File: src/mvc_pkg.sv
// Purpose: constants and types for the capability register bank
// Assumes: APB with 32-bit data, byte addresses
// Notes:   offsets are byte addresses of aligned words
package mvc_pkg;

  localparam logic [7:0]  OFF_MSG_CTRL   = 8'h4C;
  localparam logic [7:0]  OFF_MSG_ADDR   = 8'h50;
  localparam logic [7:0]  OFF_MSG_UADDR  = 8'h54;
  localparam logic [7:0]  OFF_MSG_DATA   = 8'h58;
  localparam logic [7:0]  OFF_PD_ADDR    = 8'h5C;
  localparam logic [7:0]  OFF_PD_WORD    = 8'h60;
  localparam logic [7:0]  OFF_VENDOR     = 8'h64;
  localparam logic [7:0]  OFF_TEST0      = 8'h68;

  localparam logic [7:0]  CAP_ID_MSG     = 8'h05;
  localparam logic [7:0]  CAP_ID_PD      = 8'h03;
  localparam logic [7:0]  CAP_ID_VENDOR  = 8'h09;
  localparam logic [7:0]  NEXT_PTR_VEND  = 8'h64;
  localparam logic [7:0]  NEXT_PTR_SSID  = 8'hB0;
  localparam logic [15:0] VENDOR_LENGTH  = 16'h0034;
  localparam logic [31:0] TEST0_RESET    = 32'h0400_1060;

  // field positions
  localparam int          MSG_EN_BIT     = 16;
  localparam int          MME_LSB        = 20;
  localparam int          ADDR64_BIT     = 23;
  localparam int          PD_ADDR_LSB    = 18;
  localparam int          PD_FLAG_BIT    = 31;
  localparam logic        ADDR64_CAPABLE = 1'b1;

  typedef struct packed {
    logic [31:0] addr;
    logic        write;
    logic [31:0] wdata;
  } mvc_access_s;

  typedef struct packed {
    logic        req;
    logic        write;
    logic [5:0]  addr;
    logic [31:0] wdata;
  } mvc_rom_req_s;

endpackage

File: src/mvc_regs.sv
// Purpose: interrupt-message, product-data and vendor capability registers
// Assumes: APB slave on pclk; EEPROM engine answers with rom_done pulse
// Notes:   is_upstream selects which capability set is present
`timescale 1ns/1ps

module mvc_regs
  import mvc_pkg::*;
(
  // clock and reset
  input  wire logic               pclk,
  input  wire logic               presetn,
  // strap, from a pin
  input  wire logic               is_upstream,
  // apb slave
  input  wire logic               psel,
  input  wire logic               penable,
  input  wire logic               pwrite,
  input  wire logic [7:0]         paddr,
  input  wire logic [31:0]        pwdata,
  output logic      [31:0]        prdata,
  output logic                    pready,
  output logic                    pslverr,
  // eeprom table engine
  output mvc_pkg::mvc_rom_req_s   rom_req,
  input  wire logic               rom_done,
  input  wire logic [31:0]        rom_rdata,
  // interrupt signalling
  input  wire logic               irq_event,
  output logic                    legacy_int_n,
  output logic                    msg_req,
  output logic      [63:0]        msg_target,
  output logic      [15:0]        msg_payload
);

  // ----------------------------------------------------------------
  // strap and engine-done synchronisers
  // ----------------------------------------------------------------
  logic up_meta_reg;
  logic up_reg;
  logic rom_done_meta_reg;
  logic rom_done_reg;
  logic rom_done_prev_reg;
  logic rom_done_rise;

  always_ff @(posedge pclk or negedge presetn)
  begin
    if (!presetn)
    begin
      up_meta_reg <= 1'b0;
      up_reg      <= 1'b0;
    end
    else
    begin
      up_meta_reg <= is_upstream;
      up_reg      <= up_meta_reg;
    end
  end

  always_ff @(posedge pclk or negedge presetn)
  begin
    if (!presetn)
    begin
      rom_done_meta_reg <= 1'b0;
      rom_done_reg      <= 1'b0;
    end
    else
    begin
      rom_done_meta_reg <= rom_done;
      rom_done_reg      <= rom_done_meta_reg;
    end
  end

  // one completion per engine cycle, even if done is held high
  always_ff @(posedge pclk or negedge presetn)
  begin
    if (!presetn)
      rom_done_prev_reg <= 1'b0;
    else
      rom_done_prev_reg <= rom_done_reg;
  end

  assign rom_done_rise = rom_done_reg && !rom_done_prev_reg;

  // ----------------------------------------------------------------
  // bus decode
  // ----------------------------------------------------------------
  logic        wr_en;
  logic        rd_en;
  logic        hit_msg;
  logic        hit_pd;
  logic        mapped;
  logic        sel_ctrl;
  logic        sel_addr;
  logic        sel_uaddr;
  logic        sel_data;
  logic        sel_pd_cmd;
  logic        sel_pd_word;
  logic        sel_vendor;
  logic        sel_test0;

  function automatic logic is_msg_off(input logic [7:0] a);
    is_msg_off = (a == OFF_MSG_CTRL) || (a == OFF_MSG_ADDR) ||
                 (a == OFF_MSG_UADDR) || (a == OFF_MSG_DATA);
  endfunction

  function automatic logic is_pd_off(input logic [7:0] a);
    is_pd_off = (a == OFF_PD_ADDR) || (a == OFF_PD_WORD);
  endfunction

  assign hit_msg = is_msg_off(paddr) && !up_reg;
  assign hit_pd  = is_pd_off(paddr) && up_reg;
  assign mapped  = hit_msg || hit_pd || (paddr == OFF_VENDOR) || (paddr == OFF_TEST0);
  assign wr_en   = psel && penable && pwrite && !pready;
  assign rd_en   = psel && penable && !pwrite && !pready;

  // one strobe per word; message and test word writes decode paddr again
  assign sel_ctrl    = hit_msg && (paddr == OFF_MSG_CTRL);
  assign sel_addr    = hit_msg && (paddr == OFF_MSG_ADDR);
  assign sel_uaddr   = hit_msg && (paddr == OFF_MSG_UADDR);
  assign sel_data    = hit_msg && (paddr == OFF_MSG_DATA);
  assign sel_pd_cmd  = hit_pd && (paddr == OFF_PD_ADDR);
  assign sel_pd_word = hit_pd && (paddr == OFF_PD_WORD);
  assign sel_vendor  = (paddr == OFF_VENDOR);
  assign sel_test0   = (paddr == OFF_TEST0);

  // ----------------------------------------------------------------
  // message capability registers
  // ----------------------------------------------------------------
  logic        msg_en_reg;
  logic [2:0]  mme_reg;
  logic [29:0] msg_addr_reg;
  logic [31:0] msg_uaddr_reg;
  logic [15:0] msg_data_reg;

  always_ff @(posedge pclk or negedge presetn)
  begin
    if (!presetn)
    begin
      msg_en_reg    <= 1'b0;
      mme_reg       <= 3'h0;
      msg_addr_reg  <= 30'h0;
      msg_uaddr_reg <= 32'h0;
      msg_data_reg  <= 16'h0;
    end
    else if (wr_en && hit_msg)
    begin
      if (paddr == OFF_MSG_CTRL)
      begin
        msg_en_reg <= pwdata[MSG_EN_BIT];
        mme_reg    <= pwdata[MME_LSB +: 3];
      end
      else if (paddr == OFF_MSG_ADDR)
        msg_addr_reg <= pwdata[31:2];
      else if (paddr == OFF_MSG_UADDR)
        msg_uaddr_reg <= pwdata;
      else
        msg_data_reg <= pwdata[15:0];
    end
  end

  // ----------------------------------------------------------------
  // product-data registers and table engine handshake
  // ----------------------------------------------------------------
  logic [5:0]  pd_addr_reg;
  logic        pd_flag_reg;
  logic        pd_busy_reg;
  logic [31:0] pd_word_reg;
  logic        rom_req_reg;
  logic        pd_cmd_take;

  // flag word writes are dropped without an error while a table cycle is pending
  assign pd_cmd_take = wr_en && sel_pd_cmd && !pd_busy_reg;

  always_ff @(posedge pclk or negedge presetn)
  begin
    if (!presetn)
    begin
      pd_addr_reg <= 6'h0;
      pd_flag_reg <= 1'b0;
      pd_busy_reg <= 1'b0;
      rom_req_reg <= 1'b0;
    end
    else
    begin
      rom_req_reg <= 1'b0;
      if (pd_busy_reg && rom_done_rise)
      begin
        pd_busy_reg <= 1'b0;
        pd_flag_reg <= !pd_flag_reg;
      end
      else if (pd_cmd_take)
      begin
        pd_addr_reg <= pwdata[PD_ADDR_LSB +: 6];
        pd_flag_reg <= pwdata[PD_FLAG_BIT];
        pd_busy_reg <= 1'b1;
        rom_req_reg <= 1'b1;
      end
    end
  end

  always_ff @(posedge pclk or negedge presetn)
  begin
    if (!presetn)
      pd_word_reg <= 32'h0;
    else if (pd_busy_reg && rom_done_rise && !pd_flag_reg)
      pd_word_reg <= rom_rdata;
    else if (wr_en && sel_pd_word)
      pd_word_reg <= pwdata;
  end

  assign rom_req.req   = rom_req_reg;
  assign rom_req.write = pd_flag_reg;
  assign rom_req.addr  = pd_addr_reg;
  assign rom_req.wdata = pd_word_reg;

  // ----------------------------------------------------------------
  // test word
  // ----------------------------------------------------------------
  logic [31:0] test0_reg;

  always_ff @(posedge pclk or negedge presetn)
  begin
    if (!presetn)
      test0_reg <= TEST0_RESET;
    else if (wr_en && paddr == OFF_TEST0)
      test0_reg <= pwdata;
  end

  // ----------------------------------------------------------------
  // read mux and bus answer
  // ----------------------------------------------------------------
  logic [31:0] rd_next;

  // control word: enable, multiple-message enable, fixed 64-bit capability
  function automatic logic [31:0] ctrl_view(input logic [2:0] mme, input logic en);
    ctrl_view = {8'h00, ADDR64_CAPABLE, mme, 3'h0, en, NEXT_PTR_VEND, CAP_ID_MSG};
  endfunction

  // address and flag word behind the product-data header
  function automatic logic [31:0] pd_view(input logic flag, input logic [5:0] addr);
    pd_view = {flag, 7'h00, addr, 2'b00, NEXT_PTR_VEND, CAP_ID_PD};
  endfunction

  always_comb
  begin
    rd_next = 32'h0;
    if (sel_ctrl)
      rd_next = ctrl_view(mme_reg, msg_en_reg);
    else if (sel_addr)
      rd_next = {msg_addr_reg, 2'b00};
    else if (sel_uaddr)
      rd_next = msg_uaddr_reg;
    else if (sel_data)
      rd_next = {16'h0000, msg_data_reg};
    else if (sel_pd_cmd)
      rd_next = pd_view(pd_flag_reg, pd_addr_reg);
    else if (sel_pd_word)
      rd_next = pd_word_reg;
    else if (sel_vendor)
      rd_next = {VENDOR_LENGTH, NEXT_PTR_SSID, CAP_ID_VENDOR};
    else if (sel_test0)
      rd_next = test0_reg;
  end

  always_ff @(posedge pclk or negedge presetn)
  begin
    if (!presetn)
    begin
      pready  <= 1'b0;
      pslverr <= 1'b0;
    end
    else
    begin
      pready  <= psel && penable && !pready;
      pslverr <= psel && penable && !pready && !mapped;
    end
  end

  // read data stands until the next read
  always_ff @(posedge pclk or negedge presetn)
  begin
    if (!presetn)
      prdata <= 32'h0;
    else if (rd_en)
      prdata <= rd_next;
  end

  // ----------------------------------------------------------------
  // interrupt signalling
  // ----------------------------------------------------------------
  always_ff @(posedge pclk or negedge presetn)
  begin
    if (!presetn)
      msg_req <= 1'b0;
    else
      msg_req <= irq_event && msg_en_reg && !up_reg;
  end

  // legacy pin stays released while messages are enabled
  always_ff @(posedge pclk or negedge presetn)
  begin
    if (!presetn)
      legacy_int_n <= 1'b1;
    else
      legacy_int_n <= !(irq_event && !msg_en_reg);
  end

  // upper word takes part only with 64-bit message addressing
  always_ff @(posedge pclk or negedge presetn)
  begin
    if (!presetn)
    begin
      msg_target  <= 64'h0;
      msg_payload <= 16'h0;
    end
    else
    begin
      msg_target  <= {ADDR64_CAPABLE ? msg_uaddr_reg : 32'h0, msg_addr_reg, 2'b00};
      msg_payload <= msg_data_reg;
    end
  end

endmodule

File: config.mk
export PLATFORM = sky130hd
export DESIGN_NAME = mvc_regs
export DESIGN_NICKNAME = d
export VERILOG_FILES = /design/src/mvc_pkg.sv /design/src/mvc_regs.sv
export SDC_FILE = /design/constraint.sdc
export NUM_CORES = 1
export LEC_CHECK = 0
export BUFFER_PORTS_ARGS = -buffer_cell sky130_fd_sc_hd__buf_2
export CAP_MARGIN = 5
export CORE_UTILIZATION = 55
export DETAILED_ROUTE_END_ITERATION = 8
export PLACE_DENSITY = 0.82
export SYNTH_ARGS = -nofsm -noshare
export SYNTH_HDL_FRONTEND = slang
export SYNTH_SLANG_ARGS = --single-unit
File: constraint.sdc
create_clock -name pclk -period 3.5 [get_ports pclk]
set_input_delay 0.35 -clock pclk [delete_from_list [all_inputs] [get_ports pclk]]
set_output_delay 0.35 -clock pclk [all_outputs]
set_load 0.01 [all_outputs]
# Word-level counts from Yosys, hierarchy flattened
# Cells that the tools add are included.
[totals]
ff_bits = 274
latch_bits = 0
ram_bits = 0
mem_bits_ro = 0
input_bits = 80
output_inout_bits = 156
wordCells = 100
n_memories = 0
[classes]
addsub = 0
n_mul = 0
div = 0
n_lt_le_gt_ge = 0
eq_ne = 8
shifts = 0
muxes = 16
n_bitwise = 4
n_reduce_logical = 49
[op_table]
columns = ["op", "count"]
rows = [
  ["two-way mux 32 bit", 10],
  ["equality test 8 x 7 -> 1 bit, second input constant", 8],
  ["logical AND 1 bit", 26],
  ["logical NOT 1 bit", 9],
  ["AND reduction 4 bit", 2],
  ["logical OR 1 bit", 7],
  ["two-way mux 1 bit", 6],
  ["inverter 1 bit", 4],
  ["AND reduction 2 bit", 2],
  ["nonzero test 2 bit", 2],
  ["AND reduction 3 bit", 1],
]

# Longest topological paths before layout
# Gate-level depths: netlist of the first run.
[logic_depth]
depth_word = 10
depth_mapped = 8

# Worst setup path after synthesis of the first run
# No wires, ideal clock.
[synth_timing]
path_kind = "input -> register"
from = "input port paddr[2]"
to = "register msg_data_reg[10]"
setup_ns = 0.125
t_arrival_ns = 1.983
t_required_ns = 3.375
slack_ns = 1.392
path_stages = 6
n_path_buf = 2
path_cell_list = "buf_2 -> nor4b_1 -> nand2_1 -> nor2_2 -> buf_4 -> mux2_2"
[synth_via]
elab_chain_len = 7
elab_cells_between_ends = 13
cone_classes = "eq/ne: 4; bitwise: 3; reduce/logical: 6"
[synth_rtl]
columns = ["element", "line", "source"]
rows = [
  ["start: declaration", "mvc_regs.sv:18", "input wire logic [7:0] paddr,"],
  ["equality test 8 x 7 -> 1 bit (on tied branches)", "mvc_regs.sv:102, mvc_regs.sv:147, mvc_regs.sv:152", ""],
  ["logical OR 1 bit (2 in series)", "mvc_regs.sv:102", "is_msg_off = (a == OFF_MSG_CTRL) || (a == OFF_MSG_ADDR) ||"],
  ["logical OR 1 bit", "mvc_regs.sv:103", "(a == OFF_MSG_UADDR) || (a == OFF_MSG_DATA);"],
  ["logical AND 1 bit", "mvc_regs.sv:110", "assign hit_msg = is_msg_off(paddr) && !up_reg;"],
  ["logical AND 1 bit", "mvc_regs.sv:145", "else if (wr_en && hit_msg)"],
  ["AND reduction 4 bit (no source line) *", "--", ""],
  ["end signal: assignment", "mvc_regs.sv:157", "msg_data_reg <= pwdata[15:0];"],
  ["end: declaration", "mvc_regs.sv:133", "logic [15:0] msg_data_reg;"],
]
# Mark *: on every way between the ends. The rest lies on a longest branch, timed or not.
# A chain may end at the register's enable or synchronous reset.

# Worst setup path after layout of the first run
[layout_timing]
from = "register up_reg"
to = "register pd_flag_reg"
[layout_via]
elab_chain_len = 5
[layout_rtl]
columns = ["element", "line", "source"]
rows = [
  ["start: declaration", "mvc_regs.sv:39", "logic up_reg;"],
  ["start signal: assignment", "mvc_regs.sv:55", "up_reg <= up_meta_reg;"],
  ["logical AND 1 bit", "mvc_regs.sv:111", "assign hit_pd = is_pd_off(paddr) && up_reg;"],
  ["logical AND 1 bit", "mvc_regs.sv:121", "assign sel_pd_cmd = hit_pd && (paddr == OFF_PD_ADDR);"],
  ["logical AND 1 bit (2 in series)", "mvc_regs.sv:172", "assign pd_cmd_take = wr_en && sel_pd_cmd && !pd_busy_reg;"],
  ["nonzero test 2 bit (no source line)", "--", ""],
  ["end signal: assignment", "mvc_regs.sv:189", "pd_flag_reg <= !pd_flag_reg;"],
  ["end signal: assignment", "mvc_regs.sv:194", "pd_flag_reg <= pwdata[PD_FLAG_BIT];"],
  ["end: declaration", "mvc_regs.sv:165", "logic pd_flag_reg;"],
]
# Every way passes these cells.

==> impl_metrics.yaml, run 1 <==
sta:
  maxSlewViolCount: 0
  hold_viol: 0
  finClkSkew_ns: 0.00723
  slew_headroom: 0.363
  period_minus_slack_ns: 2.78
  rsz0062_at_grt: "false"
  tns_ns: 0
  fin_ws_ns: 0.717
  period_share: 0.795
  hold_slack_ns: 0.0926
  worstMarginPinSlew_ns: 0.956
  fmax_mhz: 359
  finalSetupViolCount: 0
worst_hold_path:
  min_path_type: "input pin to register"
cells_and_area:
  fin_nets: 1160
  top_register: "msg_target"
  fin_cells: 1366
  largest_reg_flops: 62
  area_growth_pct: 23.6
  final_cell_area_sq_um: 13500
  drive_above_1_share: 0.373
  fin_util: 0.692
worst_setup_path:
  r2r_cells: 5
  worst_ep_arrival_time_ns: 3.19
  cp-endpoint: "pd_flag_reg$_DFFE_PN0P_"
  cp_max_fo: 12
  critical_path_class: "register to register"
  crit_path_end_kind: "register"
  r2r_end: "pd_flag_reg$_DFFE_PN0P_"
  required_ns: 3.91
  r2r-start: "up_reg$_DFF_PN0_"
  cp-startpoint: "up_reg$_DFF_PN0_"
  start_kind: "register"
  rrSetupSlack_ns: 0.72
synth:
  ys_types: 66
  yosys_warnings: 0
  synth_flop_cell: "dfrtp_1"
  synth_area_leaders: "dfrtp_1 62%, mux2_2 8.2%, mux2_1 3.3%"
  netlist.area_leader.share: 0.618
  synth_top_area_cell: "dfrtp_1"
  postSynthCellCount: 841
  synth-edff-count: 0
  async_reset_ff_frac: 1.00
  ys_ff_latch: 274
  synth-seq-area-share: 0.630
  synth.cell_area_sq_um: 10900
  synth_area_per_cell_sq_um: 13.0
clock_network:
  cts_tree: "done"
  htree_num_levels: 1
  cts_max_path_buffers: 3
  cts_buffers: 27
  numClockSinks: 274
  clk_pin_slew_ns: 0.06
  cts_resized: 0
  insertion_delay_ns: 0.53
  cts_root_buf: "clkbuf_16"
place:
  numPortBuffers: 233
  post_dp_cell_area_sq_um: 12400
  dp_slack_ns: 0.806
  dp_hpwl_um: 19600
  dp.cells: 1312
  routabilityCongestion: 0.883
pwr:
  power_mw: 7.05
  ir_drop_mv: 0.388
  p_leak_nw: 6.86
  power_density_nw_per_um2: 523
grt:
  grt_max_degree: 97
  grt_pass1_vias: 8227
  grtUsageTotal: 0.301
  antenna_found_initial: 1
  grt-ovfl-total: 0
  grt_pass1_wl_um: 46200
floorplan:
  die_area_sq_um: 20400
  fp.dieH_um: 143
  core_sq_um: 19500
  io_pins: 236
  initial_core_util: 0.560
  die_w_um: 143
  rows: 51
routing:
  drtIter0Drc: 710
  totalWireLength_um: 29900
  drc_errors: 0
  ant_nets: 0
  wl_per_cell_um: 21.9
  routed_via_density: 6.05
  via_count: 8260
  first_pass_iters: 6
outcome:
  status: "complete, no violations"
run:
  maxCapViolations: 0
[metal layers]
| layer | GRT usage | routed length, um | vias to the layer above |
|---|---|---|---|
| met3 | 0.0560 | 2530 | 92 |
| met1 | 0.406 | 11900 | 4168 |
| met5 | 0 | 0 | - |
| met4 | 0.125 | 1160 | 0 |
| li1 | - | - | 3537 |
| met2 | 0.482 | 14300 | 463 |
[power breakdown]
group          total [mW]  internal, mW  switching, mW
Clock                3.15          1.97           1.18
Sequential           3.38          3.28         0.0915
Combinational       0.523         0.192          0.331
Total                7.05          5.44           1.61
[synthesized netlist by cell type, drive strengths merged, types with 3 or more instances]
library cell  count
nor4              8
clkbuf           24
nand2b            4
nand2            91
inv               8
o31ai             4
mux2            111
o211ai           12
a31oi            12
nor2             35
or4               4
dfstp             5
a21oi            30
nand4bb           3
nand3             4
o21ai            63
a222oi            9
a22oi             3
o22ai             3
a32oi            13
a221oi           16
nor3             11
mux2i            32
nand3b            3
a32o              3
dfrtp           269
a21o              3
buf              28
[cell type report]
cell class	count	area [sq um]
clock inverters	11	185
multi-input cells	508	3820
clock buffers	38	807
flip-flops and latches	274	6860
repair buffers	261	1430
inverters	8	30.0
well taps	265	332
fillers	1334	5990
diodes	1	2.50
[what timing repair did]
action,4_1_cts,5_1_grt
endpoints found under the setup margin,0,0
endpoints found under the hold margin,94,0
hold buffers,4,0
setup buffers,0,0
[placed cells by master (no fill, tap or decap), types with 13 or more instances in the layout]
master and count:
dfrtp_1 269, a221oi_1 16, o21ai_0 61, buf_4 21, nand2_1 89, a32oi_1 13, a21oi_1 30, nor2_1 30
clkbuf_16 27, buf_2 232, mux2i_1 32, mux2_2 79, mux2_1 32
[how the worst min path moves through the flow]
| stage | start | depth (start not counted) | end | slack [ns] |
|---|---|---|---|---|
| after global placement | up_meta_reg$_DFF_PN0_ | 0 | up_reg$_DFF_PN0_ | 0.34 |
| final | pwdata[29] | 2 | msg_uaddr_reg[29]$_DFFE_PN0P_ | 0.09 |
| after floorplan | presetn | 0 | mme_reg[0]$_DFFE_PN0P_ | 0.05 |
| after global routing | pwdata[27] | 2 | msg_uaddr_reg[27]$_DFFE_PN0P_ | 0.10 |
| after detailed placement | rom_done_meta_reg$_DFF_PN0_ | 0 | rom_done_reg$_DFF_PN0_ | 0.33 |
| after CTS | pwdata[1] | 2 | test0_reg[1]$_DFFE_PN0P_ | 0.08 |
[cell families (layout without fill, tap and decap cells)]
| family | Yosys count | count (layout) | synth area share |
|---|---|---|---|
| DFF | 274 | 274 | 0.630 |
| AOI/OAI and AO/OA | 184 | 184 | 0.112 |
| and+or+nand+nor | 178 | 178 | 0.0873 |
| muxes | 143 | 143 | 0.144 |
| buffers and inverters | 60 | 318 | 0.0258 |
| other | 1 | 3 | 0.000344 |
| xor gates and xnor gates | 1 | 1 | 0.000804 |
[worst max-delay path: stages, from the launching register on]
cell and delay [ns]:
dfrtp_1 0.68, or3b_1 0.61, nor3_4 0.47, nor3b_4 0.55, nor2_1 0.10, a211o_1 0.25
(Power assumes the default switching activity.)
==> inputs of run 2 (changes only) <==
- ABC_AREA: default -> 1
- CORE_UTILIZATION: 55 -> 49
- PLACE_DENSITY: 0.82 -> 0.77
- clock period: 3.5 -> 2.3 ns (I/O delays scaled with it)
==> impl_metrics.yaml, run 2 <==
outcome:
  status: "complete, but fails checks"
  failed_checks: "design-rule violations"
clock_network:
  numClockSinks: 274
  cts_root_buf: "clkbuf_16"
  clk_pin_slew_ns: 0.06
  cts_max_path_buffers: 3
  insertion_delay_ns: 0.53
  postCtsSetupBuffers: 0
  htree_num_levels: 1
  cts_buffers: 27
  cts_tree: "done"
worst_setup_path:
  required_ns: 2.74
  cp_max_fo: 42
  rrSetupSlack_ns: 0.19
  critical_path_class: "register to register"
  worst_ep_arrival_time_ns: 2.55
  crit_path_end_kind: "register"
  start_kind: "register"
synth:
  ys_ff_latch: 274
  synth-compound-area-share: 0.120
  async_reset_ff_frac: 1.00
  synth_commonest_cells: "375 x nand2_1, 269 x dfrtp_1, 114 x o21ai_0"
  synth.cell_area_sq_um: 11000
  synth_top_family_by_area: "simple AND/OR/NAND/NOR gates"
  synth-edff-count: 0
  synth_area_leaders: "dfrtp_1 61%, nand2_1 13%, o21ai_0 5.2%"
  synthMuxAreaShare: 0
  synth_flop_cell: "dfrtp_1"
  yosys_warnings: 0
  synthXorXnorAreaFrac: 0
  ys_types: 33
  synth-seq-area-share: 0.623
  netlist.area_leader.share: 0.612
  synthSimpleGateAreaFrac: 0.193
  synth_most_common_cell: "nand2_1"
  synth_area_per_cell_sq_um: 9.33
  synth_top_area_cell: "dfrtp_1"
  synth_fa_ha_area_frac: 0
  postSynthCellCount: 1180
sta:
  finClkSkew_ns: 0.0137
  slew_headroom: 0.505
  period_minus_slack_ns: 2.11
  hold_viol: 0
  worstMarginPinSlew_ns: 0.740
  fmax_mhz: 475
  maxSlewViolCount: 0
  hold_slack_ns: 0.0117
  period_share: 0.916
  tns_ns: 0
  finalSetupViolCount: 0
  rsz0062_at_grt: "false"
cells_and_area:
  largest_reg_flops: 62
  final_cell_mix: "374 x nand2_1, 269 x dfrtp_1, 232 x buf_2, 114 x o21ai_0, 101 x inv_1"
  nFillCells: 1790
  layout_commonest_cell: "nand2_1"
  drive_above_1_share: 0.257
  fin_nets: 1535
  area_growth_pct: 25.5
  top_register: "msg_target"
routing:
  drtIter0Drc: 864
  totalWireLength_um: 31100
  routed_via_density: 5.27
  wl_per_cell_um: 17.7
  via_count: 9264
  first_pass_iters: 9
  ant_nets: 0
  drc_errors: 28
grt:
  grt_pass1_wl_um: 50200
  grt_pass1_vias: 9156
  grtUsageTotal: 0.278
  grt_max_degree: 74
  antenna_found_initial: 2
  grt-ovfl-total: 0
floorplan:
  core_sq_um: 22000
  die_w_um: 152
  rows: 54
  io_pins: 236
  die_area_sq_um: 23100
  fp.dieH_um: 152
  initial_core_util: 0.501
pwr:
  power_density_nw_per_um2: 806
  ir_drop_mv: 0.566
  p_leak_nw: 7.41
place:
  routabilityCongestion: 0.937
  numPortBuffers: 233
  dp_hpwl_um: 21300
worst_hold_path:
  min_path_type: "input pin to register"
run:
  maxCapViolations: 0
run 2: worst max-delay path: stages (launching register included):
cell and delay, ns:
dfrtp_1 0.37, nand3b_1 0.30, nor2_2 0.56, nand2_1 0.14
nand2_2 0.12, buf_12 0.24, o211ai_1 0.16, o21ai_0 0.12
run 2: power breakdown:
group	total (mW)	internal, mW	switching, mW
Combinational	1.15	0.433	0.715
Sequential	5.34	5.10	0.234
Clock	4.65	2.80	1.85
Total	11.1	8.33	2.80
run 2: kinds of logic after synthesis:
family                 count (synthesis)
and+or+nand+nor                      517
DFF                                  274
AOI/OAI and AO/OA                    227
buffers and inverters                161
other                                  1
run 2: metal layers:
layer / vias up / wire length, um / global-route usage
met1: 4452 / 13000 / 0.375
met4: 0 / 1150 / 0.122
met3: 78 / 2440 / 0.0502
li1: 4304 / - / -
met5: - / 0 / 0
met2: 430 / 14500 / 0.444
run 2: what timing repair did:
action                                 CTS  global route
gates resized for setup                  0             0
endpoints found under the hold margin   94             0
hold buffers                            27             0
run 2: worst paths after layout:
check	end	depth (start not counted)	startpoint
max	pd_word_reg[13]$_DFFE_PN0P_	7	pready$_DFF_PN0_
min	pd_word_reg[31]$_DFFE_PN0P_	3	rom_rdata[31]
max reg2reg	pd_word_reg[13]$_DFFE_PN0P_	7	pready$_DFF_PN0_
min reg2reg	rom_done_reg$_DFF_PN0_	0	rom_done_meta_reg$_DFF_PN0_
max in group asynchronous	msg_data_reg[9]$_DFFE_PN0P_	3	presetn
min in group asynchronous	prdata[18]$_DFFE_PN0P_	2	presetn
run 2: layout make-up:
type	instances	area (sq um)	area share
Antenna cell	2	5.00	0.000362
Clock buffer	36	729	0.0528
Clock inverter	14	208	0.0150
Inverter	105	394	0.0285
Multi-Input combinational cell	746	3460	0.250
Sequential cell	274	6860	0.497
Tap cell	280	350	0.0254
Timing Repair Buffer	301	1800	0.131
run 2: stage by stage:
| step | area (sq um) | utilization | std cells | setup WS [ns] | power (mW) |
|---|---|---|---|---|---|
| after floorplan | 11000 | - | 1181 | 0.635 | 5.86 |
| after global placement | 12600 | 0.574 | 1679 | 0.226 | 6.48 |
| after detailed placement | 12600 | 0.574 | 1679 | 0.112 | 6.52 |
| after CTS | 13800 | 0.629 | 1756 | 0.228 | 11.2 |
| after global routing | 13800 | 0.629 | 1758 | 0.0797 | 11.5 |
| final | 13800 | 0.629 | 1758 | 0.193 | 11.1 |
